<file path="config.mk">
export PLATFORM = sky130hd
export DESIGN_NAME = sacr_conv
export DESIGN_NICKNAME = d
export VERILOG_FILES = /design/src/sacr_sync.v /design/src/sacr_conv.v
export VERILOG_INCLUDE_DIRS = /design/src
export SDC_FILE = /design/constraint.sdc
export NUM_CORES = 1
export LEC_CHECK = 0
export CAP_MARGIN = 20
export CORE_ASPECT_RATIO = 0.8
export CORE_UTILIZATION = 65
export DETAILED_ROUTE_END_ITERATION = 6
export DONT_BUFFER_PORTS = 1
export PLACE_DENSITY = 0.8
export SKIP_CTS_REPAIR_TIMING = 1
export SLEW_MARGIN = 20
export SYNTH_ARGS = -nofsm -noshare
export SYNTH_HDL_FRONTEND = slang
export SYNTH_SLANG_ARGS = --single-unit
export TNS_END_PERCENT = 30
</file>
<file path="constraint.sdc">
create_clock -name clk_in -period 5.89 [get_ports clk_in]
set_input_delay 0.589 -clock clk_in [delete_from_list [all_inputs] [get_ports clk_in]]
set_output_delay 0.589 -clock clk_in [all_outputs]
set_load 0.05 [all_outputs]
</file>
<file path="src/sacr_map.vh">
// constants for the serial converter control and readout block
`ifndef SACR_MAP_VH
`define SACR_MAP_VH

// word layout
`define SACR_WORD_W        16
`define SACR_MSB           15
`define SACR_BIT_IDX_W     4
`define SACR_SYNC_W        7

// synchronised input vector positions
`define SACR_SY_CS_N       0
`define SACR_SY_RC         1
`define SACR_SY_PD         2
`define SACR_SY_TAG        3
`define SACR_SY_EXT        4
`define SACR_SY_FMT        5
`define SACR_SY_SCLK       6

// reset values
`define SACR_RST_WORD      16'h0000
`define SACR_RST_SYNC      7'h07

// timing
`define SACR_CLK_MHZ       125
`define SACR_CONV_TIME_NS  2700
`define SACR_START_MIN_NS  40
`define SACR_CONV_CYC      ((`SACR_CONV_TIME_NS * `SACR_CLK_MHZ) / 1000)
`define SACR_BIT_CYC       (`SACR_CONV_CYC / `SACR_WORD_W)
`define SACR_START_CYC     ((`SACR_START_MIN_NS * `SACR_CLK_MHZ + 999) / 1000)
`define SACR_CYC_W         5
`define SACR_PULSE_RISE    (`SACR_BIT_CYC / 4)
`define SACR_PULSE_FALL    ((3 * `SACR_BIT_CYC) / 4)

// controller states
`define SACR_ST_IDLE       1'b0
`define SACR_ST_CONV       1'b1

`endif

</file>
<file path="src/sacr_sync.v">
// two-stage synchroniser for a group of pin inputs
`timescale 1ns/10ps
module sacr_sync #(
  parameter          WIDTH = 1,
  parameter [WIDTH-1:0] RST_VAL = {WIDTH{1'b0}}
) (
  input  wire             clk_in,
  input  wire             rst_in,
  input  wire [WIDTH-1:0] async_in,
  output wire [WIDTH-1:0] sync_out
);

  reg [WIDTH-1:0] meta_r;
  reg [WIDTH-1:0] sync_r;

  // ----------------------------------------------------------------
  // first stage feeds only the second stage
  // ----------------------------------------------------------------
  always @(posedge clk_in) begin
    if (rst_in) begin
      meta_r <= RST_VAL;
      sync_r <= RST_VAL;
    end else begin
      meta_r <= async_in;
      sync_r <= meta_r;
    end
  end

  assign sync_out = sync_r;

endmodule

</file>
<file path="src/sacr_conv.v">
// conversion control and serial readout of a 16-bit sar converter
`timescale 1ns/10ps
`include "sacr_map.vh"
module sacr_conv (
  input  wire        clk_in,
  input  wire        rst_in,
  input  wire        chip_select_n_in,
  input  wire        read_convert_in,
  input  wire        power_down_input_in,
  input  wire        tag_in,
  input  wire        clock_source_select_in,
  input  wire        format_select_in,
  input  wire        shift_clock_in,
  input  wire        comparator_in,
  output wire        busy_n_out,
  output wire        serial_data_out,
  output wire        shift_clock_out,
  output wire        shift_clock_oe_out,
  output wire [15:0] dac_code_out,
  output wire        sample_hold_out,
  output wire        conv_done_out,
  output wire [15:0] result_out
);

  localparam integer           LAST_I   = `SACR_BIT_CYC - 1;
  localparam integer           RISE_I   = `SACR_PULSE_RISE;
  localparam integer           FALL_I   = `SACR_PULSE_FALL;
  localparam [`SACR_CYC_W-1:0] BIT_LAST = LAST_I[`SACR_CYC_W-1:0];
  localparam [`SACR_CYC_W-1:0] P_RISE   = RISE_I[`SACR_CYC_W-1:0];
  localparam [`SACR_CYC_W-1:0] P_FALL   = FALL_I[`SACR_CYC_W-1:0];
  localparam [`SACR_CYC_W-1:0] CYC_ZERO = {`SACR_CYC_W{1'b0}};
  localparam [`SACR_CYC_W-1:0] CYC_ONE  = {{(`SACR_CYC_W-1){1'b0}}, 1'b1};
  localparam [3:0]             IDX_MSB  = 4'hF;
  localparam [3:0]             IDX_ONE  = 4'h1;
  localparam [15:0]            ONE_HOT  = 16'h0001;

  // ----------------------------------------------------------------
  // pin synchronisation
  // ----------------------------------------------------------------
  wire [`SACR_SYNC_W-1:0] pins_async;
  wire [`SACR_SYNC_W-1:0] pins_s;

  assign pins_async = {shift_clock_in, format_select_in,
                       clock_source_select_in, tag_in,
                       power_down_input_in, read_convert_in,
                       chip_select_n_in};

  sacr_sync #(
    .WIDTH   (`SACR_SYNC_W),
    .RST_VAL (`SACR_RST_SYNC)
  ) u_sync (
    .clk_in   (clk_in),
    .rst_in   (rst_in),
    .async_in (pins_async),
    .sync_out (pins_s)
  );

  wire cs_n_s = pins_s[`SACR_SY_CS_N];
  wire rc_s   = pins_s[`SACR_SY_RC];
  wire pd_s   = pins_s[`SACR_SY_PD];
  wire tag_s  = pins_s[`SACR_SY_TAG];
  wire ext_s  = pins_s[`SACR_SY_EXT];
  wire fmt_s  = pins_s[`SACR_SY_FMT];
  wire sclk_s = pins_s[`SACR_SY_SCLK];

  // ----------------------------------------------------------------
  // registers
  // ----------------------------------------------------------------
  reg                   state_r;
  reg                   state_nxt;
  reg [`SACR_CYC_W-1:0] cyc_r;
  reg [`SACR_CYC_W-1:0] cyc_nxt;
  reg [3:0]             idx_r;
  reg [3:0]             idx_nxt;
  reg [15:0]            sar_r;
  reg [15:0]            sar_nxt;
  reg [15:0]            result_r;
  reg [15:0]            result_nxt;
  reg [15:0]            shift_r;
  reg [15:0]            shift_nxt;
  reg                   tag_hold_r;
  reg                   tag_hold_nxt;
  reg                   int_burst_r;
  reg                   int_burst_nxt;
  reg                   sclk_prev_r;
  reg                   sclk_out_r;
  reg                   sclk_out_nxt;
  reg                   data_r;
  reg                   busy_n_r;
  reg                   done_r;
  reg                   done_nxt;

  // ----------------------------------------------------------------
  // decode
  // ----------------------------------------------------------------
  wire start_req = ~pd_s & ~cs_n_s & ~rc_s;
  wire bit_end   = (cyc_r == BIT_LAST);
  wire ext_rise  = sclk_s & ~sclk_prev_r;
  wire read_en   = ~cs_n_s & rc_s;
  wire [15:0] bit_mask = ONE_HOT << idx_r;
  wire [15:0] sar_kept = comparator_in ? sar_r : (sar_r & ~bit_mask);
  // sar code is straight binary, two's complement flips the msb
  wire [15:0] sar_fmt  = {sar_kept[`SACR_MSB] ^ ~fmt_s,
                          sar_kept[14:0]};

  // ----------------------------------------------------------------
  // next state
  // ----------------------------------------------------------------
  always @* begin
    state_nxt     = state_r;
    cyc_nxt       = cyc_r;
    idx_nxt       = idx_r;
    sar_nxt       = sar_r;
    result_nxt    = result_r;
    shift_nxt     = shift_r;
    tag_hold_nxt  = tag_hold_r;
    int_burst_nxt = int_burst_r;
    sclk_out_nxt  = 1'b0;
    done_nxt      = 1'b0;
    case (state_r)
      `SACR_ST_IDLE: begin
        if (start_req) begin
          state_nxt     = `SACR_ST_CONV;
          cyc_nxt       = CYC_ZERO;
          idx_nxt       = IDX_MSB;
          sar_nxt       = 16'h8000;
          tag_hold_nxt  = tag_s;
          int_burst_nxt = ~ext_s;
          if (~ext_s) begin
            shift_nxt = result_r;
          end
        end else if (ext_s & read_en & ext_rise & ~pd_s) begin
          shift_nxt = {shift_r[14:0], tag_s};
        end
      end
      `SACR_ST_CONV: begin
        // further start requests are not looked at here
        cyc_nxt = bit_end ? CYC_ZERO : (cyc_r + CYC_ONE);
        if (int_burst_r) begin
          sclk_out_nxt = (cyc_r >= P_RISE) &&
                         (cyc_r < P_FALL);
        end
        if (bit_end) begin
          if (int_burst_r) begin
            shift_nxt = {shift_r[14:0], tag_hold_r};
          end
          if (idx_r == 4'h0) begin
            state_nxt  = `SACR_ST_IDLE;
            sar_nxt    = sar_kept;
            result_nxt = sar_fmt;
            done_nxt   = 1'b1;
            if (~int_burst_r) begin
              shift_nxt = sar_fmt;
            end
          end else begin
            idx_nxt = idx_r - IDX_ONE;
            sar_nxt = sar_kept | (bit_mask >> 1);
          end
        end else if (~int_burst_r & ext_s & read_en & ext_rise & ~pd_s) begin
          shift_nxt = {shift_r[14:0], tag_s};
        end
      end
      default: begin
        state_nxt = `SACR_ST_IDLE;
      end
    endcase
  end

  // ----------------------------------------------------------------
  // state registers
  // ----------------------------------------------------------------
  always @(posedge clk_in) begin
    if (rst_in) begin
      state_r     <= `SACR_ST_IDLE;
      cyc_r       <= CYC_ZERO;
      idx_r       <= 4'h0;
      sar_r       <= `SACR_RST_WORD;
      result_r    <= `SACR_RST_WORD;
      shift_r     <= `SACR_RST_WORD;
      tag_hold_r  <= 1'b0;
      int_burst_r <= 1'b0;
      sclk_prev_r <= 1'b0;
      sclk_out_r  <= 1'b0;
      data_r      <= 1'b0;
      busy_n_r    <= 1'b1;
      done_r      <= 1'b0;
    end else begin
      state_r     <= state_nxt;
      cyc_r       <= cyc_nxt;
      idx_r       <= idx_nxt;
      sar_r       <= sar_nxt;
      result_r    <= result_nxt;
      shift_r     <= shift_nxt;
      tag_hold_r  <= tag_hold_nxt;
      int_burst_r <= int_burst_nxt;
      sclk_prev_r <= sclk_s;
      sclk_out_r  <= sclk_out_nxt;
      data_r      <= shift_nxt[`SACR_MSB];
      busy_n_r    <= (state_nxt != `SACR_ST_CONV);
      done_r      <= done_nxt;
    end
  end

  // ----------------------------------------------------------------
  // outputs
  // ----------------------------------------------------------------
  assign busy_n_out         = busy_n_r;
  assign serial_data_out    = data_r;
  assign shift_clock_out    = sclk_out_r;
  assign shift_clock_oe_out = ~ext_s;
  assign dac_code_out       = sar_r;
  assign sample_hold_out    = ~busy_n_r;
  assign conv_done_out      = done_r;
  assign result_out         = result_r;

endmodule

</file>
==> impl_metrics.csv <==
group,metric,value,unit
critical_path,path_class,"flop to flop",
sta,relSlewSlack,33.3,%
sta,fin_setup_tns,0,ns
synth,synth_area,3690,µm²
power,ir_drop,0.135,mV
cts,cts_tree,"done",
die,start_util,67.5,%
synth,ys_types,54,
placement,hpwl,6030,µm
power,power_leakage,1.27,nW
final_layout,drive_gt1_share,16.4,%
power,pwr-share-clk,42.5,%
final_layout,final_util,70.4,%
critical_path,cp-start-kind,"flop",
die,die_w,86.2,µm
power,p_seq_share,55.8,%
global_routing,grt_max_degree,52,
power,p_int,0.758,mW
outcome,outcome,"finished, final reports clean",
sta,tightest_slew,0.996,ns
global_routing,grt_use_met2,44.1,%
detailed_routing,first_pass_iters,5,
final_layout,final_cell_mix,"dfxtp_1, nand2_1, nor2_1",
global_routing,met3_usage,6.79,%
critical_path,crit_path_max_fanout,29,
detailed_routing,num_vias,3022,
cts,cts_inserted_buffers,9,
placement,place.gp.congestion,0.870,
global_routing,first_global_vias,2710,
die,io_pins,48,
min_path,min_path_type,"input port to flop",
die,fp.coreArea,5470,µm²
global_routing,antenna_found_initial,0,
cts,clk_pin_slew_worst_paths,0.08,ns
synth,ys_ff_latch,78,
detailed_routing,final_antenna_net_count,0,
die,rows,24,
synth,synthArstFlopShare,0,%
global_routing,grt.total_usage,31.0,%
global_routing,grt_use_met1,46.3,%
power,p_comb_share,1.7,%
cts,clockRootBuffer,"clkbuf_8",
detailed_routing,vias_per_cell,6.46,
sta,setup_viol,0,
global_routing,gr-total-overflow,0,
cts,cts_sinks,78,
synth,netlist_instances,402,
global_routing,grt-busiest-layer,"met1",
cts,h-tree-depth,3,
critical_path,worstPathRequired,6.15,ns
sta,min_period,2.69,ns
sta,rsz0062_at_grt,"false",
sta,finalClockSkew,0.00802,ns
synth,synth_area_per_cell,9.18,µm²
synth,ys_dominant_reg_cell,"dfxtp_1",
cts,clkLatencyLatePin,0.35,ns
final_layout,antenna_cells,0,
detailed_routing,drc,0,
final_layout,layout_commonest_cell,"dfxtp_1",
critical_path,arrival,2.95,ns
cts,clockBufferDepth,2,
sta,drv_slew,0,
final_layout,nNetsFinal,403,
detailed_routing,drt_iter0_drc,356,
critical_path,crit_path_end_kind,"flop",
synth,syn_nets,420,
synth,synth_top_cell_by_area,"dfxtp_1",
power,p_per_area,249,nW/µm²
final_layout,area_growth,4.38,%
die,fp.dieH,69.4,µm
power,p_sw,0.202,mW
detailed_routing,post_drt_wl_per_cell,18.8,µm
synth,netlist.area_leader.share,42.3,%
die,die_area,5980,µm²
synth,synthTopCellsByArea,"dfxtp_1, a32o_1, nand2_1",
synth,synth_edf_count,0,
sta,finalCritPeriodShare,45.8,%
sta,achievable-frequency,0.371,GHz
global_routing,grt_pass1_wl,14300,µm
synth,ys_warn_count,0,
placement,port-buffer-count,0,
sta,hold_viol,0,
sta,hold_slack,0.302,ns
synth,synth_seq_area_share,42.3,%
final_layout,fill_cells,430,
detailed_routing,routed_wl,8780,µm
run,cap_viol_max_count,0,
power,power.share.switching,21.1,%
[cells by family (layout without fill, tap and decap cells)]
kind of cell | Yosys count | after routing | share of synthesized area, %
and+or+nand+nor | 158 | 158 | 21.2
AOI/OAI and AO/OA | 114 | 114 | 27.0
DFF | 78 | 78 | 42.3
buffers and inverters | 38 | 26 | 5.19
adders and majority gates | 8 | 8 | 2.71
xor gates and xnor gates | 3 | 3 | 0.712
muxes | 3 | 3 | 0.848
[synthesized netlist by cell type, drive strengths merged (2+ instances only)]
cell type,count
nor2b,15
dfxtp,78
xor2,3
a22oi,7
buf,19
inv,8
a21oi,25
ha,8
a2111oi,3
clkbuf,11
nor3b,2
a221oi,12
a21boi,2
o21ai,12
or3,4
a32o,21
nor3,13
or2,8
nor2,42
nand4,2
nand2,55
nand3,5
nand4b,2
a22o,2
and3,2
a311oi,2
a21o,9
a211oi,13
nand3b,3
mux2i,2
[critical path, cell delays in order, from the launching register on]
cell and delay (ns):
dfxtp_1 0.68, nand3b_2 0.28, o22ai_1 0.42, o211a_1 0.84
nor2_1 0.10, a311oi_1 0.27
[metrics by stage]
step	power, mW	cell area (µm²)	worst slack, ns	cells
after global placement	0.563	3640	3.31	451
after global routing	0.991	3850	3.08	468
after CTS	0.962	3840	3.26	467
final	0.960	3850	3.20	468
after detailed placement	0.564	3640	3.28	451
after floorplan	0.565	3690	3.96	402
[power groups by stage]
stage / Clock (mW) / Sequential, mW / Combinational (mW)
after floorplan: 0 / 0.546 / 0.0183
after global placement: 0 / 0.547 / 0.0159
after detailed placement: 0 / 0.548 / 0.0162
after CTS: 0.411 / 0.535 / 0.0162
after global routing: 0.438 / 0.536 / 0.0181
final: 0.408 / 0.535 / 0.0163
[path summary, 6_finish.rpt]
kind                            slack, ns              from                 end  cells after the start
worst min-delay path                 0.30            rst_in  u_sync.sync_out[4]                      1
worst max-delay path                 3.20           state_r         shift_r[15]                      5
worst max register to register       3.20           state_r         shift_r[15]                      5
worst min register to register       0.41  u_sync.meta_r[1]  u_sync.sync_out[1]                      1
[registers in the layout, indices dropped and copies added, names as in the netlist, 4 cells and up]
signal           cells
u_sync.sync_out      7
cyc_r                5
shift_r             16
idx_r                4
result_out          16
u_sync.meta_r        7
dac_code_out        16
[per-layer routing]
| layer | vias up | routed length [µm] |
|---|---|---|
| li1 | 1425 | - |
| met1 | 1441 | 4140 |
| met2 | 144 | 3740 |
| met3 | 12 | 777 |
| met4 | 0 | 121 |
| met5 | - | 0 |
[final cells by class]
| class | count | area [µm²] | share of cell area (%) |
|---|---|---|---|
| repair buffers | 2 | 15.0 | 0.390 |
| multi-input cells | 286 | 1940 | 50.5 |
| clock buffers | 13 | 159 | 4.13 |
| inverters | 8 | 30.0 | 0.780 |
| flip-flops and latches | 78 | 1560 | 40.6 |
| clock inverters | 3 | 42.5 | 1.10 |
| well taps | 78 | 97.6 | 2.53 |
(Power assumes the default switching activity.)
